===== config.mk =====
export PLATFORM = sky130hd
export DESIGN_NAME = idt_decoder
export DESIGN_NICKNAME = d
export VERILOG_FILES = /design/src/core/idt_pkg.sv /design/src/core/idt_fields.sv /design/src/core/idt_decoder.sv
export SDC_FILE = /design/constraint.sdc
export NUM_CORES = 1
export LEC_CHECK = 0
export BUFFER_PORTS_ARGS = -buffer_cell sky130_fd_sc_hd__buf_4
export CAP_MARGIN = 10
export CORE_MARGIN = 3
export CORE_UTILIZATION = 50
export CTS_CLUSTER_SIZE = 20
export DETAILED_ROUTE_END_ITERATION = 8
export PLACE_DENSITY_LB_ADDON = 0.05
export SKIP_LAST_GASP = 1
export SYNTH_ARGS = -nofsm -noshare
export SYNTH_HDL_FRONTEND = slang
export SYNTH_SLANG_ARGS = --single-unit

===== constraint.sdc =====
create_clock -name ref_clk -period 1.9 [get_ports ref_clk]
set_input_delay 0.285 -clock ref_clk [delete_from_list [all_inputs] [get_ports ref_clk]]
set_output_delay 0.285 -clock ref_clk [all_outputs]
set_load 0.02 [all_outputs]

===== src/core/idt_pkg.sv =====
package idt_pkg;
   localparam int IDT_WORD_W = 16;
   localparam int IDT_OSC_PER_CYCLE = 4;
   localparam int IDT_TARGET_W = 20;
   // second word of any double-word instruction
   localparam logic [3:0] IDT_SECOND_PREFIX = 4'hF;
   // operand field positions
   localparam int IDT_F_LSB = 0;
   localparam int IDT_F_W = 8;
   localparam int IDT_A_BIT = 8;
   localparam int IDT_D_BIT = 9;
   localparam int IDT_B_LSB = 9;
   localparam int IDT_B_W = 3;
   localparam int IDT_PTR_LSB = 4;
   localparam int IDT_PTR_W = 2;
   localparam int IDT_S_BIT = 0;
   localparam int IDT_MM_LSB = 0;
   localparam int IDT_LOW_W = 12;
   // opcode patterns
   localparam logic [3:0] IDT_NIB_MISC = 4'h0;
   localparam logic [3:0] IDT_NIB_BIT_LO = 4'h7;
   localparam logic [3:0] IDT_NIB_BIT_HI = 4'hB;
   localparam logic [3:0] IDT_NIB_MOVE2 = 4'hC;
   localparam logic [3:0] IDT_NIB_REL = 4'hD;
   localparam logic [3:0] IDT_NIB_BRANCH = 4'hE;
   localparam logic [3:0] IDT_SUB_CTRL = 4'h0;
   localparam logic [3:0] IDT_SUB_BANK = 4'h1;
   localparam logic [3:0] IDT_SUB_LIT = 4'h8;
   localparam logic [7:0] IDT_OP_PTRLOAD = 8'hEE;
   localparam logic [7:0] IDT_OP_JUMP = 8'hEF;
   localparam logic [6:0] IDT_OP_CALL = 7'h76;
   localparam logic [3:0] IDT_COND_LAST = 4'h7;
   localparam logic [13:0] IDT_OP_RET = 14'h0004;
   localparam logic [13:0] IDT_OP_TBLRD = 14'h0002;
   localparam logic [13:0] IDT_OP_TBLWT = 14'h0003;
   localparam int IDT_REL_W = 11;
   localparam int IDT_COND_W = 8;

   typedef enum logic [1:0] {
      IDT_GRP_BYTE,
      IDT_GRP_BIT,
      IDT_GRP_LITERAL,
      IDT_GRP_CONTROL
   } idt_group_e;

   typedef enum logic [2:0] {
      IDT_TBL_NONE,
      IDT_TBL_NOCHG,
      IDT_TBL_POSTINC,
      IDT_TBL_POSTDEC,
      IDT_TBL_PREINC
   } idt_tbl_e;
endpackage


===== src/core/idt_fields.sv =====
module idt_fields (
   input wire logic [idt_pkg::IDT_WORD_W-1:0] word,
   output idt_pkg::idt_group_e group,
   output logic first_double,
   output logic second_alone,
   output logic pc_change,
   output logic [idt_pkg::IDT_F_W-1:0] file_addr,
   output logic dest_file,
   output logic use_bank,
   output logic [idt_pkg::IDT_B_W-1:0] bit_num,
   output logic [7:0] literal,
   output logic [idt_pkg::IDT_PTR_W-1:0] ptr_sel,
   output logic call_fast,
   output idt_pkg::idt_tbl_e tbl_mode,
   output logic [idt_pkg::IDT_TARGET_W-1:0] target
);
   import idt_pkg::*;

   logic [3:0] nib;
   logic [3:0] sub;

   always_comb begin
      nib = word[15:12];
      sub = word[11:8];
      file_addr = word[IDT_F_LSB +: IDT_F_W]; // [RULE15]
      dest_file = word[IDT_D_BIT]; // [RULE6]
      use_bank = word[IDT_A_BIT]; // [RULE13]
      bit_num = word[IDT_B_LSB +: IDT_B_W]; // [RULE14]
      literal = word[7:0];
      ptr_sel = word[IDT_PTR_LSB +: IDT_PTR_W]; // [RULE8]
      call_fast = word[IDT_S_BIT]; // [RULE9]
      first_double = 1'b0;
      second_alone = 1'b0;
      pc_change = 1'b0;
      tbl_mode = IDT_TBL_NONE;
      target = IDT_TARGET_W'(word[7:0]);
      group = IDT_GRP_BYTE; // [RULE5]
      // [RULE2]
      if (nib == IDT_NIB_MISC) begin
         if (sub == IDT_SUB_CTRL) begin
            group = IDT_GRP_CONTROL;
         end else if (sub == IDT_SUB_BANK || sub >= IDT_SUB_LIT) begin
            group = IDT_GRP_LITERAL;
         end
      end else if (nib >= IDT_NIB_BIT_LO && nib <= IDT_NIB_BIT_HI) begin
         group = IDT_GRP_BIT; // [RULE7]
      end else if (nib == IDT_NIB_MOVE2) begin
         first_double = 1'b1; // [RULE3]
      end else if (nib == IDT_NIB_REL) begin
         group = IDT_GRP_CONTROL;
         pc_change = 1'b1;
         target = IDT_TARGET_W'($signed(word[IDT_REL_W-1:0]));
      end else if (nib == IDT_NIB_BRANCH) begin
         group = IDT_GRP_CONTROL;
         if (word[15:8] == IDT_OP_PTRLOAD) begin
            group = IDT_GRP_LITERAL;
            first_double = 1'b1; // [RULE3]
         end else if (word[15:8] == IDT_OP_JUMP || word[15:9] == IDT_OP_CALL) begin
            first_double = 1'b1; // [RULE3]
         end else if (sub <= IDT_COND_LAST) begin
            target = IDT_TARGET_W'($signed(word[IDT_COND_W-1:0]));
         end else begin
            pc_change = 1'b1;
            target = IDT_TARGET_W'($signed(word[IDT_REL_W-1:0]));
         end
      end else if (nib == IDT_SECOND_PREFIX) begin
         group = IDT_GRP_CONTROL;
         second_alone = 1'b1; // [RULE4]
      end
      if (group == IDT_GRP_CONTROL && word[15:2] == IDT_OP_RET) begin
         pc_change = 1'b1;
      end
      // [RULE16]
      if (word[15:2] == IDT_OP_TBLRD || word[15:2] == IDT_OP_TBLWT) begin
         unique case (word[IDT_MM_LSB +: 2])
            2'h0: tbl_mode = IDT_TBL_NOCHG;
            2'h1: tbl_mode = IDT_TBL_POSTINC;
            2'h2: tbl_mode = IDT_TBL_POSTDEC;
            2'h3: tbl_mode = IDT_TBL_PREINC;
         endcase
      end
   end
endmodule


===== src/core/idt_decoder.sv =====
// Contract
// [RULE1] nearly every instruction is one 16-bit word: opcode plus operand fields
// [RULE2] every instruction falls in byte, bit, literal or control group
// [RULE3] four instructions take two words; second word starts with four ones
// [RULE4] a second word executed alone acts as a no-operation
// [RULE5] byte operations decode file address, destination and access select
// [RULE6] destination clear writes working_register, set writes the file register
// [RULE7] bit operations decode file address, bit number and access select
// [RULE8] literal operations decode literal and indirect_pointer select, or nothing
// [RULE9] control operations decode target, call/return mode, table mode, or nothing
// [RULE10] single word takes one cycle, two when test true or counter changes
// [RULE11] double-word instructions finish in two instruction cycles
// [RULE12] one instruction cycle is four oscillator periods
// [RULE13] access bit 0 selects access RAM, 1 uses bank_select_register bank
// [RULE14] bit number is three bits, positions 0 to 7
// [RULE15] file address is 8 bits, or a 2-bit pointer designator
// [RULE16] table mode: no change, post-increment, post-decrement, pre-increment
// [RULE17] extra cycle discards the prefetched word and runs as no-operation
module idt_decoder #(
   parameter int OSC_PER_CYCLE = idt_pkg::IDT_OSC_PER_CYCLE
) (
   input wire logic ref_clk,
   input wire logic resetn,
   input wire logic [idt_pkg::IDT_WORD_W-1:0] fetch_word,
   input wire logic fetch_valid,
   input wire logic cond_true,
   output logic fetch_ready,
   output logic cycle_strobe,
   output logic flush_prefetch,
   output logic nop_out,
   output logic second_word,
   output idt_pkg::idt_group_e group,
   output logic [idt_pkg::IDT_F_W-1:0] file_addr,
   output logic dest_file,
   output logic use_bank,
   output logic [idt_pkg::IDT_B_W-1:0] bit_num,
   output logic [7:0] literal,
   output logic [idt_pkg::IDT_PTR_W-1:0] ptr_sel,
   output logic call_fast,
   output idt_pkg::idt_tbl_e tbl_mode,
   output logic [idt_pkg::IDT_TARGET_W-1:0] target
);
   import idt_pkg::*;

   // phase counter is 8 bits wide
   if (OSC_PER_CYCLE < 2 || OSC_PER_CYCLE > 256) begin : g_bad_osc
      $error("OSC_PER_CYCLE out of range");
   end

   typedef enum logic [1:0] {
      IDT_ST_EXEC,
      IDT_ST_SECOND,
      IDT_ST_FLUSH
   } idt_state_e;

   localparam logic [7:0] PHASE_LAST = 8'(OSC_PER_CYCLE - 1);

   idt_state_e state_reg, state_next;
   logic [7:0] phase_reg, phase_next;
   logic flush_reg, flush_next;
   logic nop_reg, nop_next;
   logic second_reg, second_next;
   idt_group_e group_reg, group_next;
   logic [IDT_F_W-1:0] faddr_reg, faddr_next;
   logic dest_reg, dest_next;
   logic bank_reg, bank_next;
   logic [IDT_B_W-1:0] bitn_reg, bitn_next;
   logic [7:0] lit_reg, lit_next;
   logic [IDT_PTR_W-1:0] ptr_reg, ptr_next;
   logic fast_reg, fast_next;
   idt_tbl_e tbl_reg, tbl_next;
   logic [IDT_TARGET_W-1:0] tgt_reg, tgt_next;

   idt_group_e d_group;
   logic d_first, d_second, d_pc;
   logic [IDT_F_W-1:0] d_faddr;
   logic d_dest, d_bank, d_fast;
   logic [IDT_B_W-1:0] d_bitn;
   logic [7:0] d_lit;
   logic [IDT_PTR_W-1:0] d_ptr;
   idt_tbl_e d_tbl;
   logic [IDT_TARGET_W-1:0] d_tgt;

   // [RULE1]
   idt_fields u_fields (
      .word(fetch_word),
      .group(d_group),
      .first_double(d_first),
      .second_alone(d_second),
      .pc_change(d_pc),
      .file_addr(d_faddr),
      .dest_file(d_dest),
      .use_bank(d_bank),
      .bit_num(d_bitn),
      .literal(d_lit),
      .ptr_sel(d_ptr),
      .call_fast(d_fast),
      .tbl_mode(d_tbl),
      .target(d_tgt)
   );

   // words are taken only at the last oscillator period of a cycle
   assign cycle_strobe = (phase_reg == PHASE_LAST); // [RULE12]
   assign fetch_ready = cycle_strobe;

   always_comb begin
      phase_next = cycle_strobe ? 8'h00 : phase_reg + 8'h01; // [RULE12]
      state_next = state_reg;
      flush_next = 1'b0;
      nop_next = nop_reg;
      second_next = second_reg;
      group_next = group_reg;
      faddr_next = faddr_reg;
      dest_next = dest_reg;
      bank_next = bank_reg;
      bitn_next = bitn_reg;
      lit_next = lit_reg;
      ptr_next = ptr_reg;
      fast_next = fast_reg;
      tbl_next = tbl_reg;
      tgt_next = tgt_reg;
      if (cycle_strobe) begin
         nop_next = 1'b1;
         second_next = 1'b0;
         unique case (state_reg)
            IDT_ST_EXEC: begin
               // a missing word simply idles one cycle as a no-operation
               if (fetch_valid && !d_second) begin // [RULE4]
                  nop_next = 1'b0;
                  group_next = d_group;
                  faddr_next = d_faddr;
                  dest_next = d_dest;
                  bank_next = d_bank;
                  bitn_next = d_bitn;
                  lit_next = d_lit;
                  ptr_next = d_ptr;
                  fast_next = d_fast;
                  tbl_next = d_tbl;
                  tgt_next = d_tgt;
                  if (d_first) begin
                     state_next = IDT_ST_SECOND; // [RULE3]
                  end else if (d_pc || cond_true) begin
                     state_next = IDT_ST_FLUSH; // [RULE10]
                     flush_next = 1'b1; // [RULE17]
                  end
               end
            end
            IDT_ST_SECOND: begin
               // operand tail; literal and the upper target bits take the second word, other first-word fields stay visible
               if (fetch_valid) begin
                  nop_next = 1'b0;
                  second_next = 1'b1;
                  tgt_next = {fetch_word[IDT_LOW_W-1:0], tgt_reg[7:0]};
                  lit_next = fetch_word[7:0];
                  state_next = IDT_ST_EXEC; // [RULE11]
               end
            end
            IDT_ST_FLUSH: begin
               state_next = IDT_ST_EXEC; // [RULE17]
            end
         endcase
      end
   end

   always_ff @(posedge ref_clk or negedge resetn) begin
      if (!resetn) begin
         state_reg <= IDT_ST_EXEC;
         phase_reg <= 8'h00;
         flush_reg <= 1'b0;
         nop_reg <= 1'b1;
         second_reg <= 1'b0;
         group_reg <= IDT_GRP_CONTROL;
         faddr_reg <= '0;
         dest_reg <= 1'b0;
         bank_reg <= 1'b0;
         bitn_reg <= '0;
         lit_reg <= 8'h00;
         ptr_reg <= '0;
         fast_reg <= 1'b0;
         tbl_reg <= IDT_TBL_NONE;
         tgt_reg <= '0;
      end else begin
         state_reg <= state_next;
         phase_reg <= phase_next;
         flush_reg <= flush_next;
         nop_reg <= nop_next;
         second_reg <= second_next;
         group_reg <= group_next;
         faddr_reg <= faddr_next;
         dest_reg <= dest_next;
         bank_reg <= bank_next;
         bitn_reg <= bitn_next;
         lit_reg <= lit_next;
         ptr_reg <= ptr_next;
         fast_reg <= fast_next;
         tbl_reg <= tbl_next;
         tgt_reg <= tgt_next;
      end
   end

   assign flush_prefetch = flush_reg;
   assign nop_out = nop_reg;
   assign second_word = second_reg;
   assign group = group_reg;
   assign file_addr = faddr_reg;
   assign dest_file = dest_reg;
   assign use_bank = bank_reg;
   assign bit_num = bitn_reg;
   assign literal = lit_reg;
   assign ptr_sel = ptr_reg;
   assign call_fast = fast_reg;
   assign tbl_mode = tbl_reg;
   assign target = tgt_reg;

   logic exec_take;
   assign exec_take = cycle_strobe && state_reg == IDT_ST_EXEC && fetch_valid;
endmodule


==> results.py <==
metrics = {
    "run_status": {
        "outcome": "complete, no violations",
    },
    "timing": {
        "worstMarginPinSlew_ns": 0.732,
        "post-route-period-util": 0.961,
        "final-setup-viol-count": 0,
        "hold_viol": 0,
        "drv_slew": 0,
        "skew_ns": 0.0120,
        "fin_tns_setup_ns": 0,
        "slew_headroom": 0.512,
        "fmax_ghz": 0.547,
        "min_period_ns": 1.83,
    },
    "worst_setup_path": {
        "endpoint_kind": "primary output",
        "crit_path_start_kind": "register",
        "criticalPathCategory": "reg2out",
        "required_ns": 1.62,
        "critical_path_arrival_ns": 1.54,
        "worstPathMaxFanout": 8,
    },
    "pwr": {
        "p_sw_uw": 1920,
        "power.density_nw_per_um2": 1460,
        "ir_drop_uv": 853,
        "clkPwrFrac": 0.217,
        "internal_power_uw": 3280,
        "sw_frac_of_total": 0.368,
        "pwr-share-seq": 0.383,
        "total_power_uw": 5200,
        "power_frac_comb": 0.401,
        "leakage_uw": 0.00169,
    },
    "logic_synthesis": {
        "ys.flop_type": "dfrtp_1",
        "synthTopCellsByArea": "dfrtp_1 50%, mux2_1 5.3%, a21oi_1 4.2%, nand2_1 3.1%, nor2_1 3.1%",
        "async_flop_share": 1.00,
        "post-synth-top-count-cell": "dfrtp_1",
        "synth_area_leader_cell": "dfrtp_1",
        "syn_avg_cell_area_sq_um": 10.6,
        "syn-cell-area_sq_um": 2750,
        "synth_nets": 284,
        "yosysSeqAreaShare": 0.530,
        "synth.top_cells.by_count": "55 x dfrtp_1, 23 x a21oi_1, 23 x nand2_1, 23 x nor2_1",
        "synth_edf_count": 0,
        "synth_seq_cells": 58,
        "yosysWarningCount": 0,
        "synth_cells": 258,
        "synth_top_area_share": 0.501,
        "ys_types": 47,
    },
    "floorplanning": {
        "die-area_sq_um": 6420,
        "row_count": 26,
        "initial_core_util": 0.527,
        "coreArea_sq_um": 5200,
        "ios": 74,
        "die_x_um": 80.1,
        "die_h_um": 80.1,
    },
    "final_layout": {
        "n_antenna_cell": 0,
        "post-route-util": 0.686,
        "syn_to_final_growth_pct": 30.1,
        "seq_area_sq_um": 1460,
        "multiInputGateArea_sq_um": 1140,
        "final_cell_count_no_fill": 409,
        "drive_gt1_frac": 0.351,
        "fill_cells": 440,
        "fin_nets": 360,
        "largest_register_ff_count": 20,
    },
    "clock_tree": {
        "h-tree-depth": 3,
        "cts_root_buffer": "clkbuf_8",
        "cts.sinks": 58,
        "cts_buffers": 9,
        "tritoncts": "built",
        "clock_latency_ns": 0.33,
        "hold_buffers": 0,
        "clock_path_buffers": 2,
        "clk_pin_slew_worst_paths_ns": 0.07,
    },
    "worst_hold_path": {
        "hp-class": "in2async",
    },
    "place": {
        "dp_cells": 391,
        "gp_congestion": 0.749,
        "port_buffers": 73,
        "hpwl_um": 4390,
    },
    "grt": {
        "grt_pass1_vias": 2097,
        "grt_max_degree": 59,
        "grt_pass1_wl_um": 10500,
        "grt_use_total": 0.215,
        "grt_overflow_total": 0,
        "antenna_found_initial": 0,
    },
    "route": {
        "viasPerCell": 5.17,
        "vias": 2113,
        "drc": 0,
        "wl_per_cell_um": 15.4,
        "drt_iter0_drc": 151,
        "drt_wl_total_um": 6290,
        "ant_nets": 0,
        "drt_first_pass_iters": 4,
    },
    "run": {
        "max-cap-violations": 0,
    },
}
## per-stage QoR
step	worst slack, ns	instance area, sq um	hold WS [ns]
after floorplan	0.154	2750	-0.0106
after global placement	0.0967	3340	0.392
after detailed placement	0.0191	3340	0.395
after CTS	0.0342	3540	0.0387
after global routing	-0.00406	3570	0.0653
final	0.0735	3570	0.0110
## kinds of logic after synthesis
logic type	Yosys count	synth area share
simple gates	77	0.144
xor+xnor	6	0.0191
mux	18	0.0752
flops	58	0.530
compound gates	64	0.144
buf+inv	29	0.0602
fa+ha+maj	6	0.0273
## final timing paths
check                           cells after the start  slack (ns)                   start                       end
max in group asynchronous                           1        1.39                  resetn    literal[7]$_DFFE_PN0P_
worst max register to register                      6        0.10  phase_reg[5]$_DFF_PN0_  state_reg[1]$_DFFE_PN0P_
min in group ref_clk                                3        0.21             fetch_valid   second_word$_DFFE_PN0P_
worst min register to register                      2        0.48   target[1]$_DFFE_PN0P_     target[1]$_DFFE_PN0P_
worst max-delay path                                4        0.07  phase_reg[5]$_DFF_PN0_               fetch_ready
worst min-delay path                                1        0.01                  resetn  state_reg[1]$_DFFE_PN0P_
## critical path, stage by stage (launching register included)
cell	delay [ns]
dfrtp_1	0.39
nor4_2	0.27
and3_4	0.24
buf_4	0.16
buf_4	0.15
## cell usage in the layout, fill, tap and decap left out, drive strengths merged, types with 2 or more instances in the layout
| cell type | Yosys | final |
|---|---|---|
| nor3 | 3 | 3 |
| clkinvlp | 0 | 2 |
| a31oi | 3 | 3 |
| nand3 | 7 | 7 |
| and4b | 2 | 2 |
| clkinv | 0 | 2 |
| a21oi | 23 | 23 |
| ha | 6 | 6 |
| mux2 | 18 | 18 |
| o31ai | 2 | 2 |
| or2 | 2 | 2 |
| nand2b | 7 | 7 |
| nor2 | 24 | 24 |
| inv | 8 | 8 |
| a32oi | 2 | 2 |
| o21ai | 20 | 20 |
| a21o | 2 | 2 |
| nand2 | 23 | 23 |
| xnor2 | 5 | 5 |
| dfstp | 3 | 3 |
| clkbuf | 4 | 11 |
| a31o | 2 | 2 |
| buf | 17 | 86 |
| and3 | 3 | 3 |
| nor4 | 3 | 3 |
| dfrtp | 55 | 55 |
## area by class of cell
class                   instances  area share
multi-input cells             171       0.320
flip-flops and latches         58       0.407
repair buffers                 86       0.184
clock inverters                 5      0.0154
inverters                       8     0.00841
well taps                      70      0.0245
clock buffers                  11      0.0396
## repair_timing
item | CTS | global route
endpoints found under the setup margin | 2 | 20
endpoints found under the hold margin | 0 | 0
pin swaps | 0 | 1
buffers inserted | 0 | 2
resized for setup | 1 | 3
## power groups by stage
stage / Combinational [uW] / Sequential (uW) / Clock, uW
2_1_floorplan: 604 / 2540 / 0
3_3_place_gp: 2060 / 2000 / 0
3_5_place_dp: 2100 / 2010 / 0
4_1_cts: 2100 / 2000 / 1150
5_1_grt: 2250 / 2050 / 1210
6_report: 2080 / 1990 / 1130
## layer usage
layer / vias to the layer above / track usage / wire [um]
met1: 997 / 0.303 / 2860
met4: 0 / 0.0861 / 57
met3: 7 / 0.0460 / 356
li1: 1051 / - / -
met5: - / 0 / 0
met2: 58 / 0.323 / 3020
Power figures use the tool's default switching activity.
